==> config.mk <==
export PLATFORM = sky130hd
export DESIGN_NAME = aims_core
export DESIGN_NICKNAME = d
export VERILOG_FILES = /design/src/logic/aims_pkg.sv /design/src/logic/aims_core.sv /design/src/logic/aims_scaler.sv /design/src/logic/aims_sync.sv
export VERILOG_INCLUDE_DIRS = /design/src /design/src/logic
export SDC_FILE = /design/constraint.sdc
export NUM_CORES = 2
export LEC_CHECK = 0
export BUFFER_PORTS_ARGS = -buffer_cell sky130_fd_sc_hd__buf_4
export CORE_ASPECT_RATIO = 1.4
export CORE_MARGIN = 2
export CORE_UTILIZATION = 63
export CTS_BUF_LIST = sky130_fd_sc_hd__clkbuf_16
export DETAILED_ROUTE_END_ITERATION = 10
export PLACE_DENSITY = 0.8
export SLEW_MARGIN = 20
export SYNTH_ARGS = -nofsm -noshare
export SYNTH_HDL_FRONTEND = slang
export SYNTH_HIERARCHICAL = 1
export SYNTH_SLANG_ARGS = --single-unit
==> constraint.sdc <==
create_clock -name CLOCK -period 267.9 [get_ports CLOCK]
set_input_delay 26.79 -clock CLOCK [delete_from_list [all_inputs] [get_ports CLOCK]]
set_output_delay 26.79 -clock CLOCK [all_outputs]
set_load 0.05 [all_outputs]
==> src/logic/aims_params.svh <==
// Purpose: named constants for the analog input motion scaling block
// Assumes: 8-bit byte addresses on APB, one aligned 32-bit word per register
// Notes: identity-free; all offsets, control and status field positions and reset values live here
`ifndef AIMS_PARAMS_SVH
`define AIMS_PARAMS_SVH

// widths
`define ADC_W          12
`define TGT_W          32
`define FRAC_W         16
`define EV_W           4

// register byte offsets
`define OFF_CTRL       8'h00
`define OFF_IN_MAX     8'h04
`define OFF_NEU_MAX    8'h08
`define OFF_NEU_MIN    8'h0C
`define OFF_IN_MIN     8'h10
`define OFF_TGT_MAX    8'h14
`define OFF_TGT_MIN    8'h18
`define OFF_DEGREE     8'h1C
`define OFF_STATUS     8'h20
`define OFF_MASK       8'h24
`define OFF_STATE      8'h28
`define OFF_TARGET     8'h2C
`define OFF_POSITION   8'h30

// control register fields
`define CTRL_MODE_LSB  0
`define CTRL_NOSAFE    2
`define CTRL_INV_IN    3
`define CTRL_INV_MOT   4
`define CTRL_MICRO     5
`define CTRL_RESUME    8

// status event bits
`define EV_LEARN       0
`define EV_SSV         1
`define EV_ERR         2
`define EV_RESUME      3

// reset values and the scaler's fixed-point one
`define RST_IN_MAX     12'hFFF
`define RST_NEU_MAX    12'h820
`define RST_NEU_MIN    12'h7E0
`define RST_IN_MIN     12'h000
`define RST_TGT_MAX    32'h000000C8
`define RST_TGT_MIN    32'hFFFFFF38
`define RST_DEGREE     2'h1
`define FRAC_ONE       17'h10000

`endif

==> src/logic/aims_pkg.sv <==
// Purpose: types shared by the analog input motion scaling block
// Assumes: constants come from aims_params.svh
// Notes: the state of aims_core and aims_scaler is held in these packed structs
package aims_pkg;
	`include "aims_params.svh"

	typedef enum logic [1:0] {
		MODE_OFF  = 2'b00,
		MODE_APOS = 2'b01,
		MODE_ASPD = 2'b10,
		MODE_RSVD = 2'b11
	} mode_t;

	typedef enum logic [2:0] {
		ST_IDLE    = 3'b000,
		ST_LEARN   = 3'b001,
		ST_WAIT    = 3'b010,
		ST_NEUTRAL = 3'b011,
		ST_RUN     = 3'b100
	} run_t;

	typedef struct packed {
		logic [`ADC_W-1:0]        in_max;
		logic [`ADC_W-1:0]        in_neu_max;
		logic [`ADC_W-1:0]        in_neu_min;
		logic [`ADC_W-1:0]        in_min;
		logic signed [`TGT_W-1:0] tgt_max;
		logic signed [`TGT_W-1:0] tgt_min;
		logic [1:0]               degree;
		logic                     inv_in;
	} scale_cfg_t;

	typedef struct packed {
		logic signed [`TGT_W-1:0] target;
		logic                     neutral;
		logic                     valid;
	} scl_state_t;

	typedef struct packed {
		mode_t                    mode;
		logic                     no_safe;
		logic                     inv_mot;
		logic                     micro;
		scale_cfg_t               cfg;
		logic [`EV_W-1:0]         status;
		logic [`EV_W-1:0]         mask;
		run_t                     run;
		logic                     known;
		logic signed [`TGT_W-1:0] pos;
		logic signed [`TGT_W-1:0] tgt_out;
		logic                     dir_log;
		logic                     dir_phys;
		logic                     move;
		logic                     energize;
		logic                     ssv;
		logic                     err_prev;
		logic [31:0]              rdata;
		logic                     slverr;
	} core_t;
endpackage

==> src/logic/aims_core.sv <==
// Purpose: analog position and speed control front end with APB registers
// Assumes: on-chip converter delivers samples on CLOCK; power and fault are pins
// Notes: step generation lives outside; STEP_DONE reports each finished step
`timescale 1ns/10ps
`include "aims_params.svh"
module aims_core
	import aims_pkg::*;
(
	input  wire logic               CLOCK,           // 50 MHz system clock
	input  wire logic               RESET_N,         // synchronous reset, active low
	input  wire logic               PSEL,            // apb select
	input  wire logic               PENABLE,         // apb access phase
	input  wire logic               PWRITE,          // apb direction
	input  wire logic [7:0]         PADDR,           // apb byte address
	input  wire logic [31:0]        PWDATA,          // apb write data
	output logic      [31:0]        PRDATA,          // apb read data
	output logic                    PREADY,          // apb ready
	output logic                    PSLVERR,         // apb error
	input  wire logic [`ADC_W-1:0]  ANALOG_INPUT_PIN_CODE,  // converted input
	input  wire logic               ANALOG_INPUT_PIN_VALID, // sample strobe
	input  wire logic               MOTOR_POWER,     // motor supply present, pin
	input  wire logic               DRIVER_FAULT,    // fault condition, pin
	input  wire logic               STEP_DONE,       // one step finished
	input  wire logic               SCL_I,           // scl pin level, unused here
	output logic                    SCL_O,           // scl drive value
	output logic                    SCL_OE,          // scl drive enable
	output logic                    MOTOR_ENERGIZE,  // driver enable
	output logic                    MOTOR_DIR,       // physical direction
	output logic                    MOTOR_MOVE,      // step request level
	output logic signed [`TGT_W-1:0] MOTOR_TARGET,   // position or velocity
	output logic                    MOTOR_MICRO,     // target unit is microsteps
	output logic                    IRQ              // level interrupt
);
	core_t            q;
	core_t            d;
	scale_cfg_t       cfg;
	scl_state_t       scl;
	logic [1:0]       pin_s;
	logic             pwr_s;
	logic             err_s;
	logic             setup;
	logic             wr;
	logic             rd;
	logic             resume;
	logic             analog;
	logic [`EV_W-1:0] ev;

	// pins cross into the clock domain
	aims_sync #(
		.W (2)
	) u_sync (
		.clock   (CLOCK),
		.reset_n (RESET_N),
		.async_i ({MOTOR_POWER, DRIVER_FAULT}),
		.sync_o  (pin_s)
	);
	assign pwr_s = pin_s[1];
	assign err_s = pin_s[0];

	// calibration and scaling of the sampled input
	assign cfg = q.cfg;
	aims_scaler u_scaler (
		.clock   (CLOCK),
		.reset_n (RESET_N),
		.cfg     (cfg),
		.sample  (ANALOG_INPUT_PIN_CODE),
		.smp_vld (ANALOG_INPUT_PIN_VALID),
		.res     (scl)
	);

	// bus phase decode
	assign setup  = PSEL && !PENABLE;
	assign wr     = PSEL && PENABLE && PWRITE;
	assign rd     = PSEL && PENABLE && !PWRITE;
	assign resume = wr && !q.slverr && (PADDR == `OFF_CTRL) && PWDATA[`CTRL_RESUME];
	assign analog = (q.mode == MODE_APOS) || (q.mode == MODE_ASPD);

	// next state: bus registers, events, sequencer, motor outputs
	always_comb begin
		mode_t new_mode;
		new_mode = mode_t'(PWDATA[`CTRL_MODE_LSB +: 2]);
		d = q;
		ev = '0;
		// setup phase: latch read data and the error answer
		if (setup) begin
			d.slverr = 1'b0;
			d.rdata  = '0;
			case (PADDR)
				`OFF_CTRL: begin
					d.rdata[`CTRL_MODE_LSB +: 2] = q.mode;
					d.rdata[`CTRL_NOSAFE]  = q.no_safe;
					d.rdata[`CTRL_INV_IN]  = q.cfg.inv_in;
					d.rdata[`CTRL_INV_MOT] = q.inv_mot;
					d.rdata[`CTRL_MICRO]   = q.micro;
				end
				`OFF_IN_MAX:   d.rdata[`ADC_W-1:0] = q.cfg.in_max;
				`OFF_NEU_MAX:  d.rdata[`ADC_W-1:0] = q.cfg.in_neu_max;
				`OFF_NEU_MIN:  d.rdata[`ADC_W-1:0] = q.cfg.in_neu_min;
				`OFF_IN_MIN:   d.rdata[`ADC_W-1:0] = q.cfg.in_min;
				`OFF_TGT_MAX: begin
					d.rdata = q.cfg.tgt_max;
					d.slverr = PWRITE && PWDATA[31];
				end
				`OFF_TGT_MIN: begin
					d.rdata = q.cfg.tgt_min;
					d.slverr = PWRITE && !PWDATA[31] && (PWDATA != '0);
				end
				`OFF_DEGREE:   d.rdata[1:0] = q.cfg.degree;
				`OFF_STATUS:   d.rdata[`EV_W-1:0] = q.status;
				`OFF_MASK:     d.rdata[`EV_W-1:0] = q.mask;
				`OFF_STATE:    d.rdata[6:0] = {q.known, q.ssv, q.energize, q.move, q.run};
				`OFF_TARGET:   d.rdata = q.tgt_out;
				`OFF_POSITION: d.rdata = q.pos;
				default:       d.slverr = 1'b1;
			endcase
		end
		// access phase: a write takes effect unless refused
		if (wr && !q.slverr) begin
			case (PADDR)
				`OFF_CTRL: begin
					d.mode        = new_mode;
					d.no_safe     = PWDATA[`CTRL_NOSAFE];
					d.cfg.inv_in  = PWDATA[`CTRL_INV_IN];
					d.inv_mot     = PWDATA[`CTRL_INV_MOT];
					d.micro       = PWDATA[`CTRL_MICRO];
				end
				`OFF_IN_MAX:  d.cfg.in_max     = PWDATA[`ADC_W-1:0];
				`OFF_NEU_MAX: d.cfg.in_neu_max = PWDATA[`ADC_W-1:0];
				`OFF_NEU_MIN: d.cfg.in_neu_min = PWDATA[`ADC_W-1:0];
				`OFF_IN_MIN:  d.cfg.in_min     = PWDATA[`ADC_W-1:0];
				`OFF_TGT_MAX: d.cfg.tgt_max    = PWDATA;
				`OFF_TGT_MIN: d.cfg.tgt_min    = PWDATA;
				`OFF_DEGREE:  d.cfg.degree     = PWDATA[1:0];
				`OFF_MASK:    d.mask           = PWDATA[`EV_W-1:0];
				default: ;
			endcase
		end
		// sequencer
		case (q.run)
			ST_IDLE: begin
				if (analog && !err_s) begin
					d.run = q.known ? ST_WAIT : ST_LEARN;
				end
			end
			ST_LEARN: begin
				// no position feedback: assume the motor sits where the input points
				if (scl.valid) begin
					if (q.mode == MODE_APOS) begin
						d.pos = scl.target;
					end
					d.known = 1'b1;
					d.run = ST_WAIT;
					ev[`EV_LEARN] = 1'b1;
				end
			end
			ST_WAIT: begin
				if (resume && pwr_s) begin
					ev[`EV_RESUME] = 1'b1;
					if ((q.mode == MODE_ASPD) && !q.no_safe) begin
						d.run = ST_NEUTRAL;
						ev[`EV_SSV] = 1'b1;
					end else begin
						d.run = ST_RUN;
					end
				end
			end
			ST_NEUTRAL: begin
				if (scl.valid && scl.neutral) begin
					d.run = ST_RUN;
				end
			end
			ST_RUN: begin
				if (STEP_DONE) begin
					d.pos = q.dir_log ? (q.pos + 32'sh00000001) : (q.pos - 32'sh00000001);
				end
			end
			default: d.run = ST_IDLE;
		endcase
		// losing motor power while running or waiting for neutral means losing the position too
		if (!pwr_s && ((q.run == ST_RUN) || (q.run == ST_NEUTRAL))) begin
			d.run = ST_LEARN;
			d.known = 1'b0;
		end
		// a fault holds the block idle and forgets the position
		if (err_s) begin
			d.run = ST_IDLE;
			d.known = 1'b0;
		end else if (q.err_prev && analog) begin
			d.run = ST_LEARN;
		end
		ev[`EV_ERR] = err_s && !q.err_prev;
		d.err_prev = err_s;
		// a mode change or leaving analog control restarts from idle
		if (!analog || (wr && !q.slverr && (PADDR == `OFF_CTRL) && (new_mode != q.mode))) begin
			d.run = ST_IDLE;
			d.known = 1'b0;
		end
		// motor outputs follow the sequencer state
		d.energize = (d.run == ST_RUN);
		d.ssv      = (d.run == ST_NEUTRAL);
		d.tgt_out  = scl.target;
		if (d.mode == MODE_APOS) begin
			d.dir_log = d.tgt_out > d.pos;
			d.move    = d.energize && (d.tgt_out != d.pos);
		end else begin
			d.dir_log = !d.tgt_out[`TGT_W-1];
			d.move    = d.energize && (d.tgt_out != '0);
		end
		d.dir_phys = d.dir_log ^ d.inv_mot;
		// sticky events: a new event wins over the read that clears
		d.status = ((rd && (PADDR == `OFF_STATUS)) ? '0 : q.status) | ev;
	end

	// state register with documented defaults
	always_ff @(posedge CLOCK) begin
		if (!RESET_N) begin
			q <= '0;
			q.cfg.in_max     <= `RST_IN_MAX;
			q.cfg.in_neu_max <= `RST_NEU_MAX;
			q.cfg.in_neu_min <= `RST_NEU_MIN;
			q.cfg.in_min     <= `RST_IN_MIN;
			q.cfg.tgt_max    <= `RST_TGT_MAX;
			q.cfg.tgt_min    <= `RST_TGT_MIN;
			q.cfg.degree     <= `RST_DEGREE;
		end else begin
			q <= d;
		end
	end

	// port drive
	assign PRDATA         = q.rdata;
	assign PREADY         = PSEL && PENABLE;
	assign PSLVERR        = PSEL && PENABLE && q.slverr;
	assign SCL_O          = 1'b1;
	assign SCL_OE         = analog;
	assign MOTOR_ENERGIZE = q.energize;
	assign MOTOR_DIR      = q.dir_phys;
	assign MOTOR_MOVE     = q.move;
	assign MOTOR_TARGET   = q.tgt_out;
	assign MOTOR_MICRO    = q.micro;
	assign IRQ            = |(q.status & q.mask);
endmodule

==> src/logic/aims_scaler.sv <==
// Purpose: maps an analog sample onto a signed target through the calibration
// Assumes: sample arrives with a one-cycle valid on the system clock
// Notes: result is registered one cycle after the sample
`timescale 1ns/10ps
`include "aims_params.svh"
module aims_scaler
	import aims_pkg::*;
(
	input  wire logic                   clock,    // system clock
	input  wire logic                   reset_n,  // synchronous reset, active low
	input  aims_pkg::scale_cfg_t        cfg,      // calibration settings
	input  wire logic [`ADC_W-1:0]      sample,   // raw analog code
	input  wire logic                   smp_vld,  // sample strobe
	output aims_pkg::scl_state_t        res       // target, neutral flag, valid
);
	scl_state_t q;
	scl_state_t d;

	// piecewise scaling with dead band, saturation and degree shaping
	always_comb begin
		logic                  up;
		logic                  dn;
		logic                  pos_side;
		logic [`ADC_W-1:0]     num;
		logic [`ADC_W-1:0]     den;
		logic [27:0]           quo;
		logic [16:0]           frac;
		logic [33:0]           sq;
		logic [33:0]           cu;
		logic [16:0]           fd;
		logic signed [17:0]    sfd;
		logic signed [`TGT_W-1:0] lim;
		logic signed [49:0]    prod;
		d = q;
		up       = 1'b0;
		dn       = 1'b0;
		pos_side = 1'b0;
		quo      = '0;
		frac     = '0;
		sq       = '0;
		cu       = '0;
		fd       = '0;
		sfd      = '0;
		lim      = '0;
		prod     = '0;
		up = sample > cfg.in_neu_max;
		dn = sample < cfg.in_neu_min;
		num = '0;
		den = '0;
		if (up) begin
			num = ((sample > cfg.in_max) ? cfg.in_max : sample) - cfg.in_neu_max;
			den = cfg.in_max - cfg.in_neu_max;
		end else if (dn) begin
			num = cfg.in_neu_min - ((sample < cfg.in_min) ? cfg.in_min : sample);
			den = cfg.in_neu_min - cfg.in_min;
		end
		quo = (den == '0) ? 28'h0010000 : ({num, 16'h0000} / {16'h0000, den});
		frac = (quo > 28'h0010000) ? `FRAC_ONE : quo[16:0];
		sq = frac * frac;
		cu = sq[32:16] * frac;
		// degree 0 and 1 are linear, higher degrees flatten the neutral region
		case (cfg.degree)
			2'h2:    fd = sq[32:16];
			2'h3:    fd = cu[32:16];
			default: fd = frac;
		endcase
		pos_side = up ^ cfg.inv_in;
		lim = pos_side ? cfg.tgt_max : cfg.tgt_min;
		sfd = $signed({1'b0, fd});
		prod = sfd * lim;
		d.valid = smp_vld;
		if (smp_vld) begin
			d.neutral = !up && !dn;
			d.target = (up || dn) ? prod[47:16] : '0;
		end
	end

	// result register
	always_ff @(posedge clock) begin
		if (!reset_n) begin
			q <= '0;
		end else begin
			q <= d;
		end
	end

	assign res = q;
endmodule

==> src/logic/aims_sync.sv <==
// Purpose: two-flop synchroniser for asynchronous level inputs
// Assumes: inputs are slow levels, not pulses
// Notes: the first stage feeds only the second stage
`timescale 1ns/10ps
module aims_sync #(
	parameter int W = 1
) (
	input  wire logic         clock,   // system clock
	input  wire logic         reset_n, // synchronous reset, active low
	input  wire logic [W-1:0] async_i, // level from a pin
	output logic      [W-1:0] sync_o   // level safe to use
);
	logic [1:0][W-1:0] stg_q;
	logic [1:0][W-1:0] stg_d;

	// shift the pin level through two stages
	always_comb begin
		stg_d[0] = async_i;
		stg_d[1] = stg_q[0];
	end

	// stage registers
	always_ff @(posedge clock) begin
		if (!reset_n) begin
			stg_q <= '0;
		end else begin
			stg_q <= stg_d;
		end
	end

	assign sync_o = stg_q[1];
endmodule

==> impl_metrics.tcl <==
set metrics [dict create \
    skew_ps 35.9 \
    required_ps 268370 \
    dp_cells 10200 \
    hold_viol_final 0 \
    wl_per_cell_um 21.7 \
    initial_utilization_pct 63.4 \
    r2r_start "cfg[68]$_SDFFE_PN0P_" \
    drc 0 \
    use_met2_pct 69.2 \
    report.final.slew_viol_count 0 \
    crit_top_cell "a21oi_1" \
    drt-total-wl_um 223000 \
    ctsResizeCount 0 \
    grt_first_pass_wirelength_um 354000 \
    syn_avg_cell_area_um2 7.94 \
    grt_antenna_before_repair 5 \
    io_pins 135 \
    worst_ep_arrival_time_ps 142190 \
    hp-class "reg -> reg" \
    async_flop_share_pct 0 \
    tightest_slew_ps 1140 \
    numPortBuffers 132 \
    dpl_cell_area_um2 72600 \
    outcome "complete, no violations" \
    stdcell_count 10300 \
    layout-drive-gt1-share_pct 6.79 \
    hold_buffers 0 \
    synth-simple-area-share_pct 19.1 \
    grt-busiest-layer "met2" \
    rsz0062_at_grt "false" \
    max_clock_freq_mhz 7.06 \
    worstRegToRegCells 514 \
    n_fill_cell 9538 \
    synth_flop_cell "dfxtp_1" \
    final_core_util_pct 65.9 \
    post-route-period-util_pct 52.9 \
    ys_warn_count 6 \
    dp_hpwl_um 177000 \
    grt_usage_pct 39.0 \
    slowest_stage "inv_1" \
    startpoint_type "primary input" \
    holdPathStages 1 \
    syn-instance-count 8897 \
    area_growth_pct 3.95 \
    synth_fa_ha_area_share_pct 38.9 \
    post_cts_buffers 0 \
    setup-violations-final 0 \
    synth-seq-cells 273 \
    use_met3_pct 5.83 \
    synth-seq-area-share_pct 7.74 \
    r2r_slack_ps 152020 \
    worst_setup_path_end_kind "register" \
    clock_path_buffers 3 \
    min_period_ps 141720 \
    rows 145 \
    synth_top_family_by_area "adder cells" \
    core_um2 111000 \
    min_from "u_sync/stg_d[2]$_SDFF_PN0_" \
    cts_tree "yes" \
    die-area_um2 115000 \
    max_stage_delay_ps 890 \
    worstPathMaxFanout 32 \
    clkTransAtPathRegs_ps 70 \
    insertion_delay_ps 570 \
    nets 10500 \
    multi_input_area_um2 58500 \
    min_to "u_sync/sync_o[0]$_SDFF_PN0_" \
    clkSinkCount 273 \
    relSlewSlack_pct 21.9 \
    root_buffer "clkbuf_16" \
    netlist_area_um2 70600 \
    path_class "in -> reg" \
    viasPerCell 6.33 \
    ff_latch_area_um2 5470 \
    grt_overflow 0 \
    r2r-end "u_scaler/res[33]$_SDFFE_PN0P_" \
    grt_max_degree 79 \
    drv_cap 0 \
    vias 65100 \
    place_congestion 1.02 \
    htreeDepth 1 \
    die_w_um 287 \
    cts_buffers 24 \
    drt-initial-drc-count 4732 \
    synthMuxAreaShare_pct 2.74 \
    grt_pass1_vias 67400 \
    stdcell_area_um2 73400 \
    fin_setup_tns_ps 0 \
    die_h_um 400 \
    antenna_left 0 \
    synth_edf_count 0 \
    dr.pass1.iters 8 \
    synth_compound_area_share_pct 17.3 \
    post_synth_num_cell_types 144 \
    grtUsageMet1_pct 40.3 \
    synth-xor-area-share_pct 4.36 \
]
[worst max path at each step]
| stage | from | end | slack (ps) | cells after the start |
|---|---|---|---|---|
| after floorplan | ANALOG_INPUT_PIN_CODE[11] | u_scaler/res[33]$_SDFFE_PN0P_ | 142590 | 534 |
| after global placement | ANALOG_INPUT_PIN_CODE[1] | u_scaler/res[33]$_SDFFE_PN0P_ | 130290 | 509 |
| after detailed placement | ANALOG_INPUT_PIN_CODE[1] | u_scaler/res[33]$_SDFFE_PN0P_ | 127890 | 513 |
| after CTS | ANALOG_INPUT_PIN_CODE[1] | u_scaler/res[33]$_SDFFE_PN0P_ | 127920 | 513 |
| after global routing | ANALOG_INPUT_PIN_CODE[1] | u_scaler/res[33]$_SDFFE_PN0P_ | 117480 | 516 |
| final | ANALOG_INPUT_PIN_CODE[1] | u_scaler/res[33]$_SDFFE_PN0P_ | 126180 | 514 |
[sequential cells by signal, indices dropped and copies added (netlist names)]
signal	flops
MOTOR_TARGET	32
MOTOR_DIR	1
MOTOR_MICRO	1
u_sync/stg_d	2
cfg	115
MOTOR_ENERGIZE	1
PRDATA	32
q	52
u_scaler/res	34
MOTOR_MOVE	1
u_sync/sync_o	2
[cell usage after synthesis (94+ instances only)]
library cell / n / area share (%)
inv_1: 1301 / 6.9
xnor2_1: 232 / 2.9
mux2_2: 97 / 1.5
a22oi_1: 106 / 1.1
a21oi_1: 467 / 3.3
dfxtp_1: 273 / 7.7
nor3_1: 156 / 1.1
xor2_1: 101 / 1.3
clkbuf_1: 238 / 1.3
fa_1: 922 / 26
and2_1: 102 / 0.90
nand2_1: 1027 / 5.5
ha_1: 722 / 13
a21o_1: 186 / 2.0
nor2_1: 899 / 4.8
nand2b_1: 113 / 1.0
o21ai_0: 280 / 2.0
buf_4: 94 / 1.0
nor2b_1: 96 / 0.85
nand3_1: 160 / 1.1
[per-layer routing]
metal | routed length, um | vias to the layer above
met4 | 22600 | 2
li1 | - | 29400
met5 | 17 | -
met3 | 15800 | 1151
met2 | 111000 | 3011
met1 | 73900 | 31500
[through the flow]
step / hold slack [ps] / setup WS [ps]
2_1_floorplan: 412 / 142590
3_3_place_gp: 453 / 130290
3_5_place_dp: 433 / 127890
4_1_cts: 448 / 127920
5_1_grt: 451 / 117480
6_report: 452 / 126180
[worst max-delay path: cells and delay by family]
family	cells	cell delay, ps
AOI/OAI and AO/OA	251	53620
xor gates and xnor gates	5	1510
adders and majority gates	52	19560
buffers and inverters	47	6870
muxes	9	3260
and+or+nand+nor	150	30200
[final cells by class]
class / count / area share [%]
Multi-Input combinational cell: 6933 / 79.6
Sequential cell: 273 / 7.45
Inverter: 1306 / 6.68
Timing Repair Buffer: 262 / 2.68
Tap cell: 1470 / 2.51
Clock buffer: 25 / 0.852
Clock inverter: 17 / 0.189
Antenna cell: 3 / 0.0102
[cell usage in the layout (no fill, tap or decap), types with 20 or more instances in the layout]
cell type	netlist	final
xor2_1	101	101
or2_2	47	47
nand2_1	1027	1027
a31oi_1	75	74
clkbuf_16	0	25
nor4_1	45	44
and3_1	55	55
nor2b_1	96	95
dfxtp_1	273	272
fa_1	922	922
nor3_1	156	154
mux2i_1	66	64
xnor2_1	232	231
and2_1	102	102
mux2_2	97	97
a21o_1	186	186
a211oi_1	52	52
o211ai_1	49	49
a22o_1	32	32
nand2b_1	113	113
ha_1	722	722
a211o_1	23	23
a221oi_1	37	37
nand4_1	68	68
nor2_1	899	889
o21ai_0	280	279
or3_1	51	51
conb_1	3	24
o21ai_1	39	32
o31ai_1	57	57
o21a_1	89	88
o21bai_1	29	29
a21oi_1	467	461
nand3_1	160	160
buf_4	94	262
a22oi_1	106	106
and4_1	20	20
inv_1	1301	1303
[cell families after synthesis]
kind of cell	after synthesis
and+or+nand+nor	2937
xor gates and xnor gates	343
DFF	273
AOI/OAI and AO/OA	1808
buffers and inverters	1712
adders and majority gates	1644
other	3
muxes	177
Power is left out: the tool's default activity adds up to more than one toggle a clock period on the data nets, which glitch-free logic cannot reach.
